--- config.mk ---
export PLATFORM = sky130hd
export DESIGN_NAME = fspc_ctrl
export DESIGN_NICKNAME = d
export VERILOG_FILES = /design/src/pkg/fspc_pkg.sv /design/src/hw/fspc_page_buf.sv /design/src/hw/fspc_ctrl.sv
export VERILOG_INCLUDE_DIRS = /design/src /design/src/pkg
export SDC_FILE = /design/constraint.sdc
export NUM_CORES = 2
export LEC_CHECK = 0
export BUFFER_PORTS_ARGS = -buffer_cell sky130_fd_sc_hd__buf_4
export CORE_ASPECT_RATIO = 0.5
export CORE_UTILIZATION = 30
export CTS_CLUSTER_DIAMETER = 40
export DETAILED_ROUTE_END_ITERATION = 10
export GPL_TIMING_DRIVEN = 0
export PLACE_DENSITY = 0.55
export SLEW_MARGIN = 0
export SYNTH_ARGS = -nofsm -noshare
export SYNTH_HDL_FRONTEND = slang
export SYNTH_HIERARCHICAL = 1
export SYNTH_SLANG_ARGS = --single-unit
--- constraint.sdc ---
create_clock -name core_clk -period 8 [get_ports core_clk]
set_clock_uncertainty 0.15 [all_clocks]
set_input_delay 1.6 -clock core_clk [delete_from_list [all_inputs] [get_ports core_clk]]
set_output_delay 1.6 -clock core_clk [all_outputs]
set_load 0.05 [all_outputs]
--- src/pkg/fspc_map.svh ---
// Constants for the flash self-programming controller: offsets, fields,
// reset values and timing counts. Assumes a 200 MHz core clock.
`ifndef FSPC_MAP_SVH
`define FSPC_MAP_SVH

// Register map (byte addresses on the AXI4-Lite bus)
`define FSPC_AXI_AW 8
`define FSPC_CTRL_OFS 8'h00
`define FSPC_CTRL_RESET 8'h00

// Control register fields
`define FSPC_BIT_IRQEN 7
`define FSPC_BIT_BUSY 6
`define FSPC_BIT_RSVD 5
`define FSPC_BIT_REEN 4
`define FSPC_BIT_LOCK 3
`define FSPC_BIT_WRITE 2
`define FSPC_BIT_ERASE 1
`define FSPC_BIT_ARM 0

// Command patterns in the lower five control bits
`define FSPC_PAT_LOAD 5'h01
`define FSPC_PAT_ERASE 5'h03
`define FSPC_PAT_WRITE 5'h05
`define FSPC_PAT_LOCK 5'h09
`define FSPC_PAT_REEN 5'h11

// Arm window length in clock cycles
`define FSPC_ARM_CYCLES 3'h4

// Pointer layout: word-in-page field and page-number field
`define FSPC_WORD_LSB 1
`define FSPC_WORD_MSB 6
`define FSPC_PAGE_LSB 7
`define FSPC_PAGE_MSB 15
`define FSPC_PAGE_WORDS 64
`define FSPC_STALLING_SECTION_FIRST_PAGE 9'h070

// Lock data field in the low data byte
`define FSPC_LOCK_LSB 2
`define FSPC_LOCK_MSB 5
`define FSPC_LOCK_RESET 4'hF

// Programming time, counted in core clock cycles
`define FSPC_CLK_PERIOD_NS 5
`define FSPC_PROG_MIN_NS 3700000
`define FSPC_PROG_MAX_NS 4500000
`define FSPC_PROG_CYCLES \
  ((`FSPC_PROG_MIN_NS + `FSPC_CLK_PERIOD_NS - 1) / `FSPC_CLK_PERIOD_NS)

// AXI responses
`define FSPC_RESP_OKAY 2'h0
`define FSPC_RESP_SLVERR 2'h2

`endif

--- src/pkg/fspc_pkg.sv ---
// Types for the flash self-programming controller.
// Constants live in fspc_map.svh.
package fspc_pkg;

  typedef enum logic [4:0]
  {
    ST_IDLE  = 5'h01,
    ST_ARMED = 5'h02,
    ST_ERASE = 5'h04,
    ST_WRITE = 5'h08,
    ST_LOCK  = 5'h10
  } fspc_state_t;

  typedef enum logic [2:0]
  {
    CMD_NONE  = 3'h0,
    CMD_LOAD  = 3'h1,
    CMD_ERASE = 3'h2,
    CMD_WRITE = 3'h3,
    CMD_LOCK  = 3'h4,
    CMD_REEN  = 3'h5
  } fspc_cmd_t;

endpackage

--- src/hw/fspc_page_buf.sv ---
// Temporary page buffer of the self-programming controller.
// Assumes one load per slot between clears; clear wins over load.
`timescale 1ns/1ps
`include "fspc_map.svh"

module fspc_page_buf
(
  input wire logic core_clk,
  input wire logic rstn,
  input wire logic clr,
  input wire logic load,
  input wire logic [5:0] loadIdx,
  input wire logic [15:0] loadData,
  input wire logic [5:0] rdIdx,
  output logic [15:0] rdData
);
  typedef struct packed
  {
    logic [`FSPC_PAGE_WORDS-1:0][15:0] words;
    logic [15:0] rdData;
  } fspc_buf_t;

  fspc_buf_t s_q;
  fspc_buf_t s_d;

  always_comb
  begin
    s_d = s_q;
    if (clr)
    begin
      // Cleared slots read as erased flash
      s_d.words = '1;
    end
    else if (load)
    begin
      s_d.words[loadIdx] = loadData;
    end
    s_d.rdData = s_q.words[rdIdx];
  end

  always_ff @(posedge core_clk or negedge rstn)
  begin
    if (!rstn)
    begin
      s_q <= '1;
    end
    else
    begin
      s_q <= s_d;
    end
  end

  assign rdData = s_q.rdData;
endmodule

--- src/hw/fspc_ctrl.sv ---
// Flash self-programming controller: control register on AXI4-Lite,
// store-program command sequencer, page buffer and read-section guard.
// Assumes the CPU pulses spmExec for one cycle per store-program
// instruction and presents its pointer and data registers alongside.
//
// Overview of operation
// - Erase+arm then store-program within four cycles erases pointer's page.
// - Erase-select clears at erase end or if four cycles pass idle.
// - Stall CPU for stalling-section targets; other section stays readable.
// - Arm bit enables store-program four cycles; select bits pick operation.
// - Arm alone: store-program loads data word into buffer slot.
// - Arm clears on completion or four idle cycles; held during erase/write.
// - Control writes with undefined low five bit patterns start no command.
// - Pointer bits 6:1 give the word field and bits 15:7 the page field.
// - Page address latched at operation start; pointer changes ignored.
// - Lock programming and re-enable ignore the pointer; load, erase and write use it.
// - Program-memory loads address bytes; pointer bit zero picks byte.
// - Write+arm then store-program programs buffer into pointer's page.
// - Buffer clears after page write, on re-enable, and on reset.
// - EEPROM write during page loading discards loaded buffer words.
// - Level interrupt while enabled and arm bit reads zero.
// - Read section blocked and busy flag set during erase or write.
// - Lock command programs lock bits whose data bits 5:2 are zero.
// - Lock programming never stalls the CPU nor blocks reading.
// - Busy flag also clears when a page load starts.
// - Register: enable 7, busy 6, zero 5, command bits 4 to 0.
// - Erase, write and lock take the programming time, 3.7 to 4.5 ms.
`timescale 1ns/1ps
`include "fspc_map.svh"

module fspc_ctrl
#(
  parameter int PROG_CYCLES = `FSPC_PROG_CYCLES
)
(
  input wire logic core_clk,
  input wire logic rstn,
  // AXI4-Lite slave
  input wire logic [`FSPC_AXI_AW-1:0] s_axi_awaddr,
  input wire logic [2:0] s_axi_awprot,
  input wire logic s_axi_awvalid,
  output logic s_axi_awready,
  input wire logic [31:0] s_axi_wdata,
  input wire logic [3:0] s_axi_wstrb,
  input wire logic s_axi_wvalid,
  output logic s_axi_wready,
  output logic [1:0] s_axi_bresp,
  output logic s_axi_bvalid,
  input wire logic s_axi_bready,
  input wire logic [`FSPC_AXI_AW-1:0] s_axi_araddr,
  input wire logic [2:0] s_axi_arprot,
  input wire logic s_axi_arvalid,
  output logic s_axi_arready,
  output logic [31:0] s_axi_rdata,
  output logic [1:0] s_axi_rresp,
  output logic s_axi_rvalid,
  input wire logic s_axi_rready,
  // CPU side
  input wire logic spmExec,
  input wire logic [15:0] ptrZ,
  input wire logic [15:0] dataR1R0,
  input wire logic lpmReq,
  input wire logic eepromWrite,
  output logic cpuStall,
  output logic spmIrq,
  output logic [7:0] lpmByte,
  // Flash array side
  output logic [15:1] flashRdWordAddr,
  input wire logic [15:0] flashRdData,
  output logic flashEraseStart,
  output logic flashWriteStart,
  output logic [8:0] flashPageAddr,
  output logic rwwReadBlock,
  output logic [3:0] lockBits,
  input wire logic [5:0] pgBufRdIdx,
  output logic [15:0] pgBufRdData
);
  import fspc_pkg::*;

  localparam logic [19:0] PROG_LAST = 20'(PROG_CYCLES - 1);

  typedef struct packed
  {
    fspc_state_t state;
    fspc_cmd_t cmd;
    logic irqEn;
    logic rwwBusy;
    logic [2:0] armCnt;
    logic [19:0] progCnt;
    logic [8:0] pageAddr;
    logic nrwwOp;
    logic [3:0] lockBits;
    logic [7:0] lpmByte;
    logic eraseStart;
    logic writeStart;
    logic awPend;
    logic [`FSPC_AXI_AW-1:0] awAddr;
    logic wPend;
    logic [7:0] wData;
    logic wLane0;
    logic bValid;
    logic [1:0] bResp;
    logic rValid;
    logic [7:0] rData;
    logic [1:0] rResp;
  } fspc_ctrl_state_t;

  fspc_ctrl_state_t s_q;
  fspc_ctrl_state_t s_d;

  logic bufClr;
  logic bufLoad;

  // Only the five documented patterns start anything
  function automatic fspc_cmd_t decodeCmd(input logic [4:0] pat);
    fspc_cmd_t c;
    c = CMD_NONE;
    case (pat)
      `FSPC_PAT_LOAD: c = CMD_LOAD;
      `FSPC_PAT_ERASE: c = CMD_ERASE;
      `FSPC_PAT_WRITE: c = CMD_WRITE;
      `FSPC_PAT_LOCK: c = CMD_LOCK;
      `FSPC_PAT_REEN: c = CMD_REEN;
      default: c = CMD_NONE;
    endcase
    return c;
  endfunction

  // Select bits as the register shows them for a command
  function automatic logic [3:0] cmdBits(input fspc_cmd_t c);
    logic [3:0] b;
    b = 4'h0;
    case (c)
      CMD_ERASE: b = 4'h1;
      CMD_WRITE: b = 4'h2;
      CMD_LOCK: b = 4'h4;
      CMD_REEN: b = 4'h8;
      default: b = 4'h0;
    endcase
    return b;
  endfunction

  function automatic logic isCtrl(input logic [`FSPC_AXI_AW-1:0] a);
    return a[`FSPC_AXI_AW-1:2] == `FSPC_CTRL_OFS >> 2;
  endfunction

  function automatic logic [7:0] ctrlView(input fspc_ctrl_state_t s);
    logic [7:0] v;
    v = 8'h00;
    v[`FSPC_BIT_IRQEN] = s.irqEn;
    v[`FSPC_BIT_BUSY] = s.rwwBusy;
    v[`FSPC_BIT_RSVD] = 1'b0;
    v[`FSPC_BIT_ARM] = s.state != ST_IDLE;
    v[4:1] = (s.state == ST_IDLE) ? 4'h0 : cmdBits(s.cmd);
    return v;
  endfunction

  always_comb
  begin
    logic doWrite;
    logic [8:0] ptrPage;
    doWrite = 1'b0;
    ptrPage = ptrZ[`FSPC_PAGE_MSB:`FSPC_PAGE_LSB];
    s_d = s_q;
    s_d.eraseStart = 1'b0;
    s_d.writeStart = 1'b0;
    bufClr = 1'b0;
    bufLoad = 1'b0;

    // Write channel: address and data accepted in either order
    if (s_axi_awvalid && s_axi_awready)
    begin
      s_d.awPend = 1'b1;
      s_d.awAddr = s_axi_awaddr;
    end
    if (s_axi_wvalid && s_axi_wready)
    begin
      s_d.wPend = 1'b1;
      s_d.wData = s_axi_wdata[7:0];
      s_d.wLane0 = s_axi_wstrb[0];
    end
    if (s_q.awPend && s_q.wPend)
    begin
      s_d.awPend = 1'b0;
      s_d.wPend = 1'b0;
      s_d.bValid = 1'b1;
      s_d.bResp = isCtrl(s_q.awAddr) ? `FSPC_RESP_OKAY : `FSPC_RESP_SLVERR;
      doWrite = isCtrl(s_q.awAddr) && s_q.wLane0;
    end
    if (s_q.bValid && s_axi_bready)
    begin
      s_d.bValid = 1'b0;
    end

    // Read channel
    if (s_axi_arvalid && s_axi_arready)
    begin
      s_d.rValid = 1'b1;
      s_d.rData = isCtrl(s_axi_araddr) ? ctrlView(s_q) : 8'h00;
      s_d.rResp = isCtrl(s_axi_araddr) ? `FSPC_RESP_OKAY
                                       : `FSPC_RESP_SLVERR;
    end
    else if (s_q.rValid && s_axi_rready)
    begin
      s_d.rValid = 1'b0;
    end

    if (doWrite)
    begin
      s_d.irqEn = s_q.wData[`FSPC_BIT_IRQEN];
    end

    // Byte-wide program-memory read; bit zero picks the half
    if (lpmReq)
    begin
      s_d.lpmByte = ptrZ[0] ? flashRdData[15:8] : flashRdData[7:0];
    end

    // A discarded load must not lose to a same-cycle store
    if (eepromWrite)
    begin
      bufClr = 1'b1;
    end

    case (s_q.state)
      ST_IDLE:
      begin
        if (doWrite && decodeCmd(s_q.wData[4:0]) != CMD_NONE)
        begin
          s_d.state = ST_ARMED;
          s_d.cmd = decodeCmd(s_q.wData[4:0]);
          s_d.armCnt = `FSPC_ARM_CYCLES;
        end
      end
      ST_ARMED:
      begin
        if (spmExec)
        begin
          s_d.state = ST_IDLE;
          case (s_q.cmd)
            CMD_LOAD:
            begin
              bufLoad = !eepromWrite;
              s_d.rwwBusy = 1'b0;
            end
            CMD_ERASE:
            begin
              s_d.state = ST_ERASE;
              s_d.pageAddr = ptrPage;
              s_d.nrwwOp = ptrPage >= `FSPC_STALLING_SECTION_FIRST_PAGE;
              s_d.rwwBusy = 1'b1;
              s_d.eraseStart = 1'b1;
              s_d.progCnt = 20'h00000;
            end
            CMD_WRITE:
            begin
              s_d.state = ST_WRITE;
              s_d.pageAddr = ptrPage;
              s_d.nrwwOp = ptrPage >= `FSPC_STALLING_SECTION_FIRST_PAGE;
              s_d.rwwBusy = 1'b1;
              s_d.writeStart = 1'b1;
              s_d.progCnt = 20'h00000;
            end
            CMD_LOCK:
            begin
              // Pointer not looked at; zero data bits program locks
              s_d.state = ST_LOCK;
              s_d.lockBits = s_q.lockBits &
                dataR1R0[`FSPC_LOCK_MSB:`FSPC_LOCK_LSB];
              s_d.progCnt = 20'h00000;
            end
            CMD_REEN:
            begin
              s_d.rwwBusy = 1'b0;
              bufClr = 1'b1;
            end
            default:
            begin
              s_d.state = ST_IDLE;
            end
          endcase
        end
        else if (s_q.armCnt == 3'h1)
        begin
          // Window lapsed: arm and select bits drop together
          s_d.state = ST_IDLE;
          s_d.cmd = CMD_NONE;
        end
        else
        begin
          s_d.armCnt = s_q.armCnt - 3'h1;
        end
      end
      ST_ERASE, ST_WRITE, ST_LOCK:
      begin
        // Arm stays up; control writes to command bits ignored here
        if (s_q.progCnt == PROG_LAST)
        begin
          s_d.state = ST_IDLE;
          s_d.cmd = CMD_NONE;
          if (s_q.state == ST_WRITE)
          begin
            bufClr = 1'b1;
          end
        end
        else
        begin
          s_d.progCnt = s_q.progCnt + 20'h00001;
        end
      end
      default:
      begin
        s_d.state = ST_IDLE;
        s_d.cmd = CMD_NONE;
      end
    endcase
  end

  always_ff @(posedge core_clk or negedge rstn)
  begin
    if (!rstn)
    begin
      s_q.state <= ST_IDLE;
      s_q.cmd <= CMD_NONE;
      s_q.irqEn <= 1'b0;
      s_q.rwwBusy <= 1'b0;
      s_q.armCnt <= 3'h0;
      s_q.progCnt <= 20'h00000;
      s_q.pageAddr <= 9'h000;
      s_q.nrwwOp <= 1'b0;
      s_q.lockBits <= `FSPC_LOCK_RESET;
      s_q.lpmByte <= 8'h00;
      s_q.eraseStart <= 1'b0;
      s_q.writeStart <= 1'b0;
      s_q.awPend <= 1'b0;
      s_q.awAddr <= '0;
      s_q.wPend <= 1'b0;
      s_q.wData <= 8'h00;
      s_q.wLane0 <= 1'b0;
      s_q.bValid <= 1'b0;
      s_q.bResp <= 2'h0;
      s_q.rValid <= 1'b0;
      s_q.rData <= 8'h00;
      s_q.rResp <= 2'h0;
    end
    else
    begin
      s_q <= s_d;
    end
  end

  fspc_page_buf u_buf
  (
    .core_clk(core_clk),
    .rstn(rstn),
    .clr(bufClr),
    .load(bufLoad),
    .loadIdx(ptrZ[`FSPC_WORD_MSB:`FSPC_WORD_LSB]),
    .loadData(dataR1R0),
    .rdIdx(pgBufRdIdx),
    .rdData(pgBufRdData)
  );

  // One write and one read in flight; a held response blocks new ones
  assign s_axi_awready = !s_q.awPend && !s_q.bValid;
  assign s_axi_wready = !s_q.wPend && !s_q.bValid;
  assign s_axi_bvalid = s_q.bValid;
  assign s_axi_bresp = s_q.bResp;
  assign s_axi_arready = !s_q.rValid;
  assign s_axi_rvalid = s_q.rValid;
  assign s_axi_rdata = {24'h000000, s_q.rData};
  assign s_axi_rresp = s_q.rResp;

  // Lock programming never stalls nor blocks
  assign cpuStall = s_q.nrwwOp &&
    (s_q.state == ST_ERASE || s_q.state == ST_WRITE);
  assign rwwReadBlock = s_q.rwwBusy;
  assign spmIrq = s_q.irqEn && s_q.state == ST_IDLE;
  assign lpmByte = s_q.lpmByte;
  assign flashRdWordAddr = ptrZ[15:1];
  assign flashEraseStart = s_q.eraseStart;
  assign flashWriteStart = s_q.writeStart;
  assign flashPageAddr = s_q.pageAddr;
  assign lockBits = s_q.lockBits;
endmodule

After elaboration in Yosys (flattened, before gate mapping):

Index checks and enable logic that the tools add are counted.

* $add $sub $neg: 2
* $lt $le $gt $ge: 4
* equality and inequality tests: 27
* multiplexer cells: 55
* bitwise gates (word level): 1
* reductions and logical operators: 41

Operator list (number)
* $mux 1024: 2
* $bwmux 1024: 1
* $bmux 16 s6: 1
* $demux 16 s6: 1
* $mux 20: 2
* $mux 8: 5
* $pmux 20 s2: 1
* $mux 34: 1
* $mux 16: 2
* $pmux 8 s3: 1
* $add 20x1->20 const B: 1
* $eq 20x20->1 const B: 1
* $mux 10: 2
* $mux 3: 6
* $mux 1: 16
* $pmux 4 s4: 1
* $reduce_bool 2->1: 8
* $pmux 3 s5: 1
* $pmux 5 s3: 1
* $lt 6x7->1 const B: 2
* $ne 2x2->1 const B: 7
* $logic_and 1x1->1: 13
* $logic_not 6->1: 2
* $reduce_and 3->1: 4
* other kinds (27): 48

* flip-flop bits (word level): 1130
* logic and storage cells: 217

Longest topological paths before layout:

* depth after elaboration: 7
* gate-level depth with buffers: 11

Cells and area by module:

Netlist, hierarchy kept.

Modules (own cells, without submodules)
* fspc_page_buf: instances 1, cells each 4756, area an instance 52125.0 sq um, seq. area each 27326.2 sq um
* fspc_ctrl: instances 1, cells each 434, area an instance 4372.9 sq um, seq. area each 2083.2 sq um

Worst setup path after synthesis:

OpenSTA, ideal clock, no wires.

* path type: input to register
* start: in spmExec
* end: reg u_buf/s_q[834] (netlist name)
* setup time: 0.082 ns
* arrival time: 3.641 ns
* slack: 4.127 ns
* stages: 9
* buffers on the path: 1
* cells stage by stage: and3_1 nand2_1 nor3_1 and2b_1 nand3_1 nor2_1 clkbuf_1 nor2b_1 a211o_1

* longest elaborated chain between the ends: 3
* elaborated cells on any way between the ends: 6
* classes of those cells: mux (5); reduce/logical (1)

RTL lines
* start: declaration: RTL line fspc_ctrl.sv:59 `input wire logic spmExec,`
* $mux 1: RTL line fspc_ctrl.sv:237 `if (spmExec)`
* $mux 1: RTL line fspc_ctrl.sv:225 `case (s_q.state)`
* via bufLoad: RTL line fspc_ctrl.sv:112 `logic bufLoad;`
* $reduce_bool 2->1 (no line)
* end signal: assignment: RTL line fspc_page_buf.sv:45 `s_q <= '1;`
* end signal: assignment: RTL line fspc_page_buf.sv:49 `s_q <= s_d;`
* end: declaration: RTL line fspc_page_buf.sv:23 `fspc_buf_t s_q;`

The timed path passes the listed nets, and every way through them passes these cells.
A chain may end at the register's enable or synchronous reset.

==> results by stage <==
Outcome:
- The flow ran to the end, but the final reports show violations.
- The checks that failed: capacitance limit, slew limit.

Pwr:
- The cell area power density is 226 nW/um^2.
- In this run the static leakage power is 25.6 nW.
- The worst ir drop on vdd is 147 uV.

Run:
- The reported max-cap violation count is 5.

Synth:
- The count of flip-flops with a built-in enable after synthesis is 0.
- The synthesized design contains 1123 register bits.
- The synthesized design devotes to its leading area cell type 48.6% of total area.
- The register area share after synthesis is 52.1%.
- The post-synthesis async set-or-reset flop share is 100%.
- The Yosys step of the flow raised 6 warnings.
- The number of library cell types mapped by synthesis is 71.
- Summing every instance area after synthesis gives 56500 um^2.
- The largest area contributor in the synthesized netlist is dfstp_2.
- Averaged over all synthesized cells, the footprint is 10.9 um^2.
- The library cell with the highest instance count after synthesis is nand2_1.
- By count the netlist is led by nand2_1 (1183), dfstp_2 (1045), nand3b_1 (531).
- The most frequently used flop master after synthesis is dfstp_2.
- By area the synthesized netlist is led by dfstp_2 (49%), mux4_2 (9.6%), nand2_1 (7.9%).
- The post-synthesis instance total is 5190.

CTS:
- After clock tree synthesis, the clock-pin slew on the worst setup and hold paths is 0.06 ns.
- In this run, CTS created clock tree buffers numbering 148.
- The source-to-sink clock delay at the later pin of the worst-skew pair is 0.80 ns.
- The number of hold buffers added after CTS was 0.
- The number of clock sinks is 1123.
- In this run the deepest clock path goes through 3 buffers.
- The root buffer cell is clkbuf_16.
- TritonCTS built the clock tree.
- Buffers added to address setup during post-CTS repair amount to 0.
- The number of instances resized during post-cts repair is 0.
- The H-tree depth is 4.

Setup path:
- Data arrives at the worst endpoint at 5.95 ns.
- The flop-to-flop setup slack is 2.60 ns.
- In this design, the largest share of critical-path delay is due to buffers and inverters.
- The end of the worst register-to-register path is u_buf/s_q[821]$_DFFE_PN1P_.
- The number of buffers and inverters on the critical path is 4.
- Data on the critical path is required at its endpoint by 8.56 ns.
- The worst register-to-register path begins at s_q[65]$_DFFE_PN0P_.
- The delay of the slowest cell on the worst path is 0.89 ns.
- The critical path startpoint is s_q[65]$_DFFE_PN0P_.
- The cell with the most instances on the worst path is clkbuf_1.
- The biggest fanout along the worst timing path is 10.
- The library cell contributing the largest single delay on the critical path is clkbuf_1.
- STA classifies the critical path endpoint as a register.
- Traced cell by cell, the critical path runs through nor4bb_1, and4_1, nand2_1, o21ai_0, clkbuf_1, clkbuf_1, clkbuf_1, clkbuf_1, nand3b_1.
- The worst setup path is launched from a register.
- The critical path is of the register to register type.
- In this run the number of cells on the critical path is 9.
- The end point of the critical path is u_buf/s_q[821]$_DFFE_PN1P_.
- Counting cells, the worst reg-to-reg path comes to 9.

GRT:
- After global routing, the most crowded layer is met2.
- The global routing usage summed across all routing layers is 23.4%.
- Entering global routing, the biggest net connects 164 pins.
- The via count of the first global-routing pass was 43700.
- The first global-routing pass estimated 322000 um of wire.
- The routing usage on met2 is 35.1%.
- The number of antenna violations at the first check in global routing is 7.
- The aggregate global routing overflow is 0.
- In the global route stage, met3 resource usage came out at 6.15%.
- The routing usage on met1 is 31.2%.

Finish:
- The post-route netlist has 36.2% of its cells at a drive strength greater than 1.
- The combined area of the multi-input logic cells is 24600 um^2.
- The number of fill cells in the layout is 18700.
- The area taken by flip-flops and latches is 29400 um^2.
- The final cell count without fillers is 8148.
- The area growth from synthesis to final layout is 17.3%.
- The net count of the finished layout is 5638.

Floorplanning:
- The x dimension of the die is 616 um.
- The floorplan has 112 rows.
- The area inside the core boundary is 187000 um^2.
- The die footprint is 190000 um^2.
- The initial utilization of the core area, before any placement, comes to 30.2%.
- The die height is 309 um.
- Pin placement for this block handled 220 I/O pins.

Drt:
- The post-detailed-route DRC marker count is 0.
- The post-detailed-route wirelength per cell is 27.7 um.
- Summing over every cut layer, the via total after detailed routing is 44200.
- The detailed-routing iteration count for the pre-antenna-repair pass is 7.
- The via-per-instance ratio is 5.43.
- The remaining antenna violation count is 0.
- Summed over all layers, the routed wires come to 226000 um.
- The DRC marker count from the first detailed-route iteration is 5305.

STA:
- The remaining max-slew budget at the tightest pin is -5.59%.
- Setup violations remaining at the end of the flow were counted as 0.
- The share of the clock period used by the worst path is 67.5%.
- The minimum setup slack in the final design is 2.60 ns.
- The routed design could run at a clock period as short as 5.40 ns.
- The number of slew-limit violations in the final report was 39.
- The pin slew with the least headroom to its limit is 1.58 ns.
- Derived from the worst setup path, the maximum achievable clock frequency is 185 MHz.
- Setup repair after global routing left no endpoint under its margin.
- The hold violation count in the final report is 0.

Placed design:
- Buffers placed on the I/O ports in this run total 135.
- The number of placed instances, taps included, is 7869.
- The final RePlAce weighted congestion is 0.991.
- The worst setup slack before clock tree synthesis is 2.35 ns.
- The post-detailed-placement half-perimeter wirelength is 160000 um.

Min path:
- The tightest min-delay check is of the register to register type.
- The start point of the worst min-delay path is lockBits[2]$_DFFE_PN1P_.
[stage by stage]
| stage | total power [W] | area (um^2) | setup TNS [ns] | utilization (%) | hold slack [ns] |
|---|---|---|---|---|---|
| floorplan | 0.00714 | 56600 | 0 | - | 0.289 |
| global placement | 0.00785 | 60700 | -5146.15 | 32.5 | 0.295 |
| detailed placement | 0.00790 | 61000 | 0 | 32.7 | 0.302 |
| CTS | 0.0151 | 66200 | 0 | 35.5 | 0.310 |
| global route | 0.0154 | 66300 | 0 | 35.5 | 0.314 |
| finish | 0.0150 | 66300 | 0 | 35.5 | 0.305 |
[state kept, by name (all words and copies together) (netlist names)]
signal and count:
flashPageAddr 9, s_axi_rvalid 1, u_buf/s_q 1024, s_axi_bvalid 1, u_buf/rdData 16, s_axi_rdata 7
flashWriteStart 1, s_axi_bresp 1, lockBits 4, rwwReadBlock 1, s_q 48, s_axi_rresp 1
flashEraseStart 1, lpmByte 8
[area by class of cell]
class	count	share of cell area (%)
tap	2508	4.74
antenna	6	0.0227
clock inverter	86	1.67
sequential	1123	44.4
inverter	15	0.0850
multi-input combinational	3530	37.1
clock buffer	186	6.22
buffer	548	3.87
timing repair buffer	146	1.93
[cell families after synthesis]
kind of cell / Yosys count / synth area share [%]
and+or+nand+nor: 2431 / 21.7
DFF: 1123 / 52.1
AOI/OAI and AO/OA: 635 / 8.31
buffers and inverters: 563 / 4.63
muxes: 427 / 13.2
xor gates and xnor gates: 6 / 0.0930
adders and majority gates: 4 / 0.0886
other: 1 / 0.00664
[per-layer routing]
metal / up-vias / share of wire (%)
met4: 2 / 5.4
met5: - / 0.0049
li1: 18600 / -
met1: 23100 / 42
met3: 420 / 9.6
met2: 2078 / 43
[cell usage in the layout, fill, tap and decap left out, types with 34 or more instances in the layout]
cell	n
nand2_1	1183
dfstp_2	1045
nand3b_1	531
clkbuf_1	343
nor2b_1	300
a211o_1	290
nor2_1	259
mux4_2	240
buf_4	234
a21oi_1	172
clkbuf_16	153
mux2_2	122
buf_2	95
dfrtp_1	78
mux2i_1	60
nand3_1	34
[where the power goes]
group / switching [W] / total (W) / leakage, nW / internal [W]
clock: 0.00278 / 0.00712 / 2.54 / 0.00434
sequential: 0.000163 / 0.00614 / 11.9 / 0.00598
combinational: 0.00117 / 0.00170 / 11.1 / 0.000534
[worst min-delay path by stage]
stage                                  endpoint  cells after the start
global route            lockBits[2]$_DFFE_PN1P_                      1
finish                  lockBits[2]$_DFFE_PN1P_                      1
global placement        lockBits[2]$_DFFE_PN1P_                      1
detailed placement      lockBits[2]$_DFFE_PN1P_                      1
floorplan           u_buf/s_q[1023]$_DFFE_PN1P_                      2
CTS                     lockBits[2]$_DFFE_PN1P_                      1
[worst register-to-register path, delay by kind of cell (launching register included)]
| kind | cells | cell delay (ns) |
|---|---|---|
| and+or+nand+nor | 4 | 1.02 |
| AOI/OAI and AO/OA | 1 | 0.81 |
| buffers and inverters | 4 | 2.92 |
| DFF | 1 | 0.43 |
(Power assumes the default switching activity.)
